File: src/core/ceds_pkg.sv
// Package: constants, key codes and carriers for the examine/deposit sequencer
// Summary of operation
// - Examine or start key one loads switches, then counter to address
// - Counter drive and sum drive never together
// - Address strobe from request, late tick, state three
// - Memory request high unless an inhibit term fires
// - Phase five loads run and major registers
// - Second key requested unless continue/step/start/restart
// - Second key stage loads at phase five
// - Key two reads latched address into display
// - Read cycle sets after phase five with request
// - Core read in state zero, rewrite in three
// - Memory data drive at key two state three
// - Memory high and low bytes onto adder
// - Sum drive only when all inhibits false
// - Display register loads every phase five
// - Lamp lines alternate display and counter
// - Deposit keys raise second key modify request
// - Deposit key one only latches the address
// - Deposit key two drives switches to bus
// - Modify cycle gates buffer load at tick
// - Key two end clears run, keeps stage
package ceds_pkg;

  localparam int unsigned DATA_W      = 16;
  localparam int unsigned PHASE_COUNT = 6;
  localparam logic [2:0]  PHASE_FIVE  = 3'h5;
  localparam logic [2:0]  PHASE_TS3   = 3'h3;
  localparam int unsigned RUN_W       = 4;

  // Register byte offsets
  localparam logic [7:0] OFS_CTRL    = 8'h00;
  localparam logic [7:0] OFS_SWITCH  = 8'h04;
  localparam logic [7:0] OFS_STATUS  = 8'h08;
  localparam logic [7:0] OFS_DISPLAY = 8'h0C;
  localparam logic [7:0] OFS_COUNTER = 8'h10;

  // Field positions
  localparam int unsigned CTRL_KEY_LSB = 0;
  localparam int unsigned CTRL_GO_BIT  = 8;
  localparam logic [15:0] SWITCH_RST   = 16'h0000;

  typedef enum logic [2:0] {
    KEY_EXAMINE, KEY_EXAMINE_NEXT, KEY_DEPOSIT, KEY_DEPOSIT_NEXT,
    KEY_CONTINUE, KEY_INSTR_STEP, KEY_MEM_STEP, KEY_START
  } ceds_key_t;

  typedef enum logic [1:0] {MS_NONE, MS_KEY1, MS_KEY2} ceds_major_t;

  // Strobes toward the core memory assembly
  typedef struct packed {
    logic              addr_latch_strobe;
    logic              read_cycle_ff;
    logic              modify_cycle;
    logic              buffer_load;
    logic [DATA_W-1:0] buffer_out_bus;
  } ceds_mem_t;

  // Data path enables of one cycle
  typedef struct packed {
    logic counter_drive;
    logic sum_drive;
    logic console_data_drive;
    logic mem_data_drive;
    logic dest_right_hi_msb;
    logic dest_right_hi_lsb;
  } ceds_path_t;

endpackage

File: src/core/ceds_sequencer.sv
// Examine/deposit key sequencer with AHB-Lite register slave
//
// The address map and the AHB-Lite register port were chosen for this implementation.
`timescale 1ns/1ps
module ceds_sequencer (
  // Clock and reset
  input  wire logic        i_clk,
  input  wire logic        i_sys_rst,
  // AHB-Lite slave
  input  wire logic        hsel,
  input  wire logic [7:0]  haddr,
  input  wire logic [1:0]  htrans,
  input  wire logic        hwrite,
  input  wire logic [2:0]  hsize,
  input  wire logic [31:0] hwdata,
  input  wire logic        hready,
  output logic      [31:0] hrdata,
  output logic             hreadyout,
  output logic             hresp,
  // Memory assembly
  input  wire logic [15:0] i_mem_data,
  output ceds_pkg::ceds_mem_t o_mem,
  // Inhibit terms from the rest of the processor
  input  wire logic [3:0]  i_mem_inh_a,
  input  wire logic [3:0]  i_mem_inh_b,
  input  wire logic        i_fetch_request,
  input  wire logic        i_fetch_or_pi2,
  input  wire logic        i_subroutine_jump,
  input  wire logic        i_io_read_phase,
  input  wire logic        i_interrupt_phase_a,
  input  wire logic        i_buffer_out_block,
  input  wire logic        i_restart,
  input  wire logic        i_carry,
  // Console lamps
  input  wire logic        i_lamp_supply_phase,
  output logic             o_lamp_phase_a_drive,
  output logic             o_lamp_phase_b_drive,
  output logic      [17:0] o_indicator_lines,
  // Timing and path visibility
  output logic             o_time_state_zero,
  output logic             o_time_state_three,
  output logic             o_phase_pulse_five,
  output logic             o_mem_cycle_request,
  output logic             o_display_reg_load,
  output ceds_pkg::ceds_path_t o_path
);

  typedef struct packed {
    logic [2:0]               phase;
    ceds_pkg::ceds_major_t    major;
    logic [ceds_pkg::RUN_W-1:0] run_sr;
    ceds_pkg::ceds_key_t      key;
    logic                     pending;
    logic                     read_cycle_ff;
    logic [15:0]              switches;
    logic [15:0]              counter;
    logic [15:0]              display;
    logic [15:0]              bus_out;
    logic [17:0]              lamps;
    logic                     dph_valid;
    logic                     dph_write;
    logic [7:0]               dph_addr;
    logic [31:0]              rdata;
  } ceds_state_t;

  ceds_state_t st;
  ceds_state_t next_st;

  logic        time_state_zero;
  logic        time_state_three;
  logic        phase_pulse_five;
  logic        late_phase_tick;
  logic        mem_cycle_request;
  logic        run_stage;
  logic        key1_active;
  logic        key2_active;
  logic        exam_or_dep;
  logic        dep_key;
  logic        second_key_request;
  logic        second_key_modify_req;
  logic        modify_cycle;
  logic        run_request;
  logic        addr_latch_strobe;
  ceds_pkg::ceds_path_t path;
  logic [15:0] adder_y;
  logic [15:0] adder_bus;
  logic        bus_take;
  logic        bus_go;

  // Time states: phases 0..2 are state zero, 3..5 are state three
  assign time_state_zero  = (st.phase < ceds_pkg::PHASE_TS3);
  assign time_state_three = ~time_state_zero;
  assign phase_pulse_five = (st.phase == ceds_pkg::PHASE_FIVE);
  assign late_phase_tick  = phase_pulse_five;

  assign mem_cycle_request = ~|(i_mem_inh_a & i_mem_inh_b);

  assign run_stage   = st.run_sr[0];
  assign key1_active = run_stage && (st.major == ceds_pkg::MS_KEY1);
  assign key2_active = run_stage && (st.major == ceds_pkg::MS_KEY2);
  assign exam_or_dep = (st.key == ceds_pkg::KEY_EXAMINE) || (st.key == ceds_pkg::KEY_EXAMINE_NEXT)
                    || (st.key == ceds_pkg::KEY_DEPOSIT) || (st.key == ceds_pkg::KEY_DEPOSIT_NEXT);
  assign dep_key     = (st.key == ceds_pkg::KEY_DEPOSIT) || (st.key == ceds_pkg::KEY_DEPOSIT_NEXT);

  assign second_key_request = key1_active && !i_restart
    && (st.key != ceds_pkg::KEY_CONTINUE) && (st.key != ceds_pkg::KEY_INSTR_STEP)
    && (st.key != ceds_pkg::KEY_MEM_STEP) && (st.key != ceds_pkg::KEY_START);

  assign second_key_modify_req = dep_key;
  assign modify_cycle = second_key_modify_req && key2_active;
  assign run_request  = second_key_request;

  // Address latch strobe; key two never relatches the address
  assign addr_latch_strobe = mem_cycle_request && late_phase_tick && time_state_three && key1_active;

  always_comb begin
    path = '0;
    // Switches to counter on examine or start
    // Deposit key one leaves the switches off
    path.console_data_drive = time_state_zero && ((key1_active && ((st.key == ceds_pkg::KEY_EXAMINE)
      || (st.key == ceds_pkg::KEY_EXAMINE_NEXT) || (st.key == ceds_pkg::KEY_START)))
      || (key2_active && dep_key));
    path.counter_drive = key1_active && time_state_three;
    path.mem_data_drive    = key2_active && time_state_three && exam_or_dep;
    path.dest_right_hi_msb = path.mem_data_drive;
    path.dest_right_hi_lsb = path.mem_data_drive;
    // Sum drive inhibits; key one blocks it only at state three
    path.sum_drive = !i_fetch_request && !i_fetch_or_pi2 && !(key1_active && time_state_three)
      && !i_subroutine_jump && !i_io_read_phase && !i_interrupt_phase_a && !i_buffer_out_block;
  end

  // Byte lanes of memory data onto the Y inputs
  always_comb begin
    adder_y = '0;
    if (path.dest_right_hi_msb) begin
      adder_y[15:8] = i_mem_data[15:8];
    end
    if (path.dest_right_hi_lsb) begin
      adder_y[7:0] = i_mem_data[7:0];
    end
    if (path.console_data_drive) begin
      adder_y = adder_y | st.switches;
    end
  end

  // X inputs are zero here, so the adder passes Y through
  always_comb begin
    adder_bus = '0;
    if (path.counter_drive) begin
      adder_bus = st.counter;
    end else if (path.sum_drive) begin
      adder_bus = adder_y;
    end
  end

  // Modify cycles keep the deposited word on the bus until the buffer load
  assign bus_take = path.counter_drive || (path.sum_drive && path.console_data_drive)
                 || (path.sum_drive && path.mem_data_drive && !modify_cycle);
  assign bus_go   = st.dph_valid && st.dph_write && (st.dph_addr == ceds_pkg::OFS_CTRL)
                 && hwdata[ceds_pkg::CTRL_GO_BIT];

  always_comb begin
    next_st = st;
    next_st.phase = (st.phase == ceds_pkg::PHASE_FIVE) ? 3'h0 : st.phase + 3'h1;
    if (bus_take) begin
      next_st.bus_out = adder_bus;
    end
    // Console data loads the counter in key one state zero
    if (key1_active && time_state_zero && path.console_data_drive && path.sum_drive) begin
      next_st.counter = adder_bus;
    end
    // Key two memory word lands here
    if (phase_pulse_five) begin
      next_st.display = adder_bus;
    end
    // Run and major registers load at phase five
    if (phase_pulse_five) begin
      next_st.run_sr = {st.run_sr[ceds_pkg::RUN_W-2:0], st.pending || second_key_request};
      next_st.pending = 1'b0;
      if (st.pending) begin
        next_st.major = ceds_pkg::MS_KEY1;
      end else if (second_key_request) begin
        next_st.major = ceds_pkg::MS_KEY2;
      end else if (key1_active) begin
        next_st.major = ceds_pkg::MS_NONE;
      end
      // Key two end: run falls, stage stays set
    end
    // Read cycle set after phase five; read at zero, rewrite at three
    if (phase_pulse_five) begin
      next_st.read_cycle_ff = mem_cycle_request && run_request;
    end
    // Lamp rows follow the supply phase
    // Alternate display and counter
    next_st.lamps = i_lamp_supply_phase ? {2'b00, st.display} : {i_carry, st.display[0], st.counter};
    // Key actuation is accepted only while no key sequence is running
    if (bus_go && !st.pending && !run_stage) begin
      next_st.pending = 1'b1;
      next_st.key = ceds_pkg::ceds_key_t'(hwdata[ceds_pkg::CTRL_KEY_LSB +: 3]);
    end
    if (st.dph_valid && st.dph_write && (st.dph_addr == ceds_pkg::OFS_SWITCH)) begin
      next_st.switches = hwdata[15:0];
    end
    next_st.dph_valid = hsel && hready && htrans[1];
    next_st.dph_write = hwrite;
    next_st.dph_addr  = haddr;
    next_st.rdata     = '0;
    if (hsel && hready && htrans[1] && !hwrite) begin
      unique case (haddr)
        ceds_pkg::OFS_CTRL:    next_st.rdata = {29'h0, st.key};
        ceds_pkg::OFS_SWITCH:  next_st.rdata = {16'h0, st.switches};
        ceds_pkg::OFS_STATUS:  next_st.rdata = {24'h0, st.read_cycle_ff, st.pending,
                                                 st.major, st.run_sr};
        ceds_pkg::OFS_DISPLAY: next_st.rdata = {16'h0, st.display};
        ceds_pkg::OFS_COUNTER: next_st.rdata = {16'h0, st.counter};
        default:               next_st.rdata = 32'h0;
      endcase
    end
  end

  always_ff @(posedge i_clk) begin
    if (i_sys_rst) begin
      st <= '0;
      st.major <= ceds_pkg::MS_NONE;
      st.key <= ceds_pkg::KEY_EXAMINE;
      st.switches <= ceds_pkg::SWITCH_RST;
    end else begin
      st <= next_st;
    end
  end

  assign hrdata    = st.rdata;
  assign hreadyout = 1'b1;
  assign hresp     = 1'b0;

  // Buffer load at the late tick of a modify cycle
  assign o_mem.buffer_load       = modify_cycle && late_phase_tick;
  assign o_mem.addr_latch_strobe = addr_latch_strobe;
  assign o_mem.read_cycle_ff     = st.read_cycle_ff;
  assign o_mem.modify_cycle      = modify_cycle;
  assign o_mem.buffer_out_bus    = st.bus_out;
  assign o_lamp_phase_a_drive    = i_lamp_supply_phase;
  assign o_lamp_phase_b_drive    = !i_lamp_supply_phase;
  assign o_indicator_lines       = st.lamps;
  assign o_time_state_zero       = time_state_zero;
  assign o_time_state_three      = time_state_three;
  assign o_phase_pulse_five      = phase_pulse_five;
  assign o_mem_cycle_request     = mem_cycle_request;
  assign o_display_reg_load      = phase_pulse_five;
  assign o_path                  = path;
endmodule // ceds_sequencer

File: config.mk
export PLATFORM = sky130hd
export DESIGN_NAME = ceds_sequencer
export DESIGN_NICKNAME = d
export VERILOG_FILES = /design/src/core/ceds_pkg.sv /design/src/core/ceds_sequencer.sv
export SDC_FILE = /design/constraint.sdc
export NUM_CORES = 1
export LEC_CHECK = 0
export CAP_MARGIN = 15
export CORE_AREA = 10 10 111 113
export CTS_BUF_LIST = sky130_fd_sc_hd__clkbuf_16
export CTS_CLUSTER_SIZE = 25
export DETAILED_ROUTE_END_ITERATION = 12
export DIE_AREA = 0 0 121 123
export DONT_BUFFER_PORTS = 1
export PLACE_DENSITY = 0.85
export SYNTH_ARGS = -nofsm -noshare
export SYNTH_HDL_FRONTEND = slang
export SYNTH_SLANG_ARGS = --single-unit
File: constraint.sdc
create_clock -name i_clk -period 2.5 [get_ports i_clk]
set_input_delay 0.25 -clock i_clk [delete_from_list [all_inputs] [get_ports i_clk]]
set_output_delay 0.25 -clock i_clk [all_outputs]
set_load 0.02 [all_outputs]
==> flow_summary.json <==
{
  "end_kind": "output pin",
  "drive_gt1_share_pct": 16.4,
  "cts_buffers": 17,
  "vias": 4597,
  "cts_tree": "done",
  "seq_area_frac_synth_pct": 41.4,
  "dp_worst_setup_slack_ns": 0.111,
  "reg2reg_depth": 6,
  "drt_iter0_drc": 546,
  "finalSetupViolCount": 0,
  "ant_nets": 0,
  "root_buffer": "clkbuf_16",
  "utilization_pct": 61.6,
  "first_pass_iters": 6,
  "syn_to_final_growth_pct": 5.87,
  "drt-wirelength-per-cell_um": 22.3,
  "cp.arrival_ns": 2.18,
  "ys_types": 52,
  "grtUsageTotal_pct": 21.2,
  "nets": 678,
  "critPathLaunch": "st[134]",
  "wl_um": 16600,
  "grt_pass1_vias": 4485,
  "rsz0062_at_grt": "false",
  "ir_drop_uv": 377,
  "synth-edff-count": 0,
  "leakage_nw": 2.35,
  "syn_area_um2": 5900,
  "start_util_pct": 58.2,
  "hold_violations": 0,
  "post-route-period-util_pct": 97.1,
  "min_period_ns": 2.43,
  "hold_ws_ns": 0.00662,
  "htreeDepth": 4,
  "core-area_um2": 10100,
  "power_frac_seq_pct": 46.0,
  "switching_share_pct": 22.2,
  "synth_seq_cells": 122,
  "ys.flop_type": "dfxtp_1",
  "dpl_cell_area_um2": 5400,
  "grt.overflow.total": 0,
  "drv_cap": 0,
  "switching_power_mw": 0.959,
  "dp_hpwl_um": 10800,
  "fp.dieH_um": 123,
  "setup_ws_ns": 0.0715,
  "avgSynthCellArea_um2": 9.37,
  "p_clk_share_pct": 49.9,
  "status": "finished clean",
  "critPathLaunchType": "flip-flop",
  "cp.required_ns": 2.25,
  "die_width_um": 121,
  "async_flop_share_pct": 0,
  "slew_headroom_pct": 42.4,
  "worst-path-max-fanout": 11,
  "syn_inst": 630,
  "synth_top_cell_by_area": "dfxtp_1",
  "worstReg2RegStart": "st[32]",
  "post-synth-top-count-cell": "dfxtp_1",
  "reg2reg_to": "st[128]",
  "die_area_um2": 14900,
  "p_int_mw": 3.36,
  "power_density_nw_per_um2": 691,
  "total_power_mw": 4.32,
  "synth_common_cells": "122 x dfxtp_1, 85 x nor2_1, 76 x buf_4, 38 x mux2i_1, 33 x a211oi_1",
  "antenna_found_initial": 2,
  "clock_sinks": 122,
  "worstMarginPinSlew_ns": 0.865,
  "final.setup.tns_ns": 0,
  "place_congestion": 0.856,
  "std_cell_rows": 37,
  "cts_max_path_buffers": 2,
  "r2r_setup_slack_ns": 0.14,
  "clock_latency_ns": 0.42,
  "finClkSkew_ns": 0.00904,
  "cts.reportedPaths.clkPinSlew_ns": 0.05,
  "stdcell_count": 743,
  "grt_max_degree": 91,
  "synth.area.top_cells": "dfxtp_1 41%, buf_4 9.7%, mux2i_1 6.4%, nor2_1 5.4%, a211oi_1 4.2%",
  "dp_cells": 677,
  "crit_type": "reg2out",
  "power_frac_comb_pct": 4.1,
  "crit_path_end": "o_path[3]",
  "max_freq_mhz": 412,
  "min_path_type": "in2reg",
  "netlist.area_leader.share_pct": 41.4,
  "postLayoutCellArea_um2": 6250,
  "drc": 0,
  "port_buffers": 0,
  "pin_count": 168,
  "slew_violations": 0,
  "vias_per_cell": 6.19,
  "yosysWarnings": 0,
  "grt_pass1_wl_um": 25000
}
## placed cells by master, fill, tap and decap left out, types with 2 or more instances in the layout
cell type,count
mux2i_1,38
clkbuf_16,17
dlygate4sd3_1,24
nand3b_1,3
nor4_2,2
a211oi_1,33
o21ai_0,4
dfxtp_1,122
a22oi_1,17
nor3_1,22
a221o_2,7
a21oi_1,28
nor4b_2,2
buf_4,21
nand2_1,24
a21oi_4,3
nor2b_1,11
clkinv_2,6
clkinv_1,5
inv_1,22
nor3b_1,3
a221o_1,9
diode_2,2
nor2_1,85
a22o_1,23
conb_1,18
ha_1,2
and4b_1,4
a22o_2,7
a21oi_2,19
## layer usage
layer / global-route usage [%] / vias to the layer above / wire length, µm
met5: 0 / - / 13
met1: 25.0 / 2158 / 6400
met3: 9.02 / 62 / 1940
met4: 12.4 / 2 / 874
met2: 32.0 / 318 / 7380
li1: - / 2057 / -
## power groups by stage
stage / clock [mW] / combinational (mW) / sequential (mW)
2_1_floorplan: 0 / 0.160 / 2.02
3_3_place_gp: 0 / 0.108 / 2.02
3_5_place_dp: 0 / 0.111 / 2.03
4_1_cts: 2.16 / 0.171 / 1.99
5_1_grt: 2.25 / 0.187 / 1.99
6_report: 2.15 / 0.175 / 1.99
## cell type report
cell class / instances / area, µm²
Fill cell: 759 / 3890
Multi-Input combinational cell: 383 / 2590
Sequential cell: 122 / 2440
Timing Repair Buffer: 47 / 445
Clock buffer: 17 / 425
Tap cell: 136 / 170
Clock inverter: 14 / 90.1
Inverter: 22 / 82.6
Antenna cell: 2 / 5.00
## worst min-delay path by stage
stage | cells after the start | slack, ns | start | to
3_5_place_dp | 1 | 0.33 | i_lamp_supply_phase | o_indicator_lines[17]
5_1_grt | 2 | 0.0002 | i_sys_rst | o_mem[8]
4_1_cts | 2 | 0.001 | hwdata[1] | st[109]
3_3_place_gp | 1 | 0.33 | i_lamp_supply_phase | o_indicator_lines[17]
2_1_floorplan | 1 | 0.38 | haddr[0] | st[32]
6_report | 2 | 0.007 | i_sys_rst | o_mem[10]
## registers in the layout, indices dropped and copies added, names as in the netlist
register / flops
run_stage: 1
o_indicator_lines: 18
st: 70
hrdata: 16
o_mem: 17
## cells by family after synthesis
family	after synthesis	synth area share, %
and+or+nand+nor	173	15.2
adders and majority gates	2	0.424
other	2	0.127
DFF	122	41.4
muxes	38	6.45
buffers and inverters	141	15.8
AOI/OAI and AO/OA	152	20.5
## repair_timing
item,CTS,global route
endpoints found under the setup margin,1,31
hold endpoints to repair,91,0
resized for setup,1,0
setup buffers,0,8
hold buffers,25,0
pin swaps,0,1
## critical path, cell delays in order, from the launching register on
cell and delay (ns):
dfxtp_1 0.58, and4b_1 0.26, a211oi_2 0.46, or2_4 0.31, inv_1 0.14
Power figures use the tool's default switching activity.
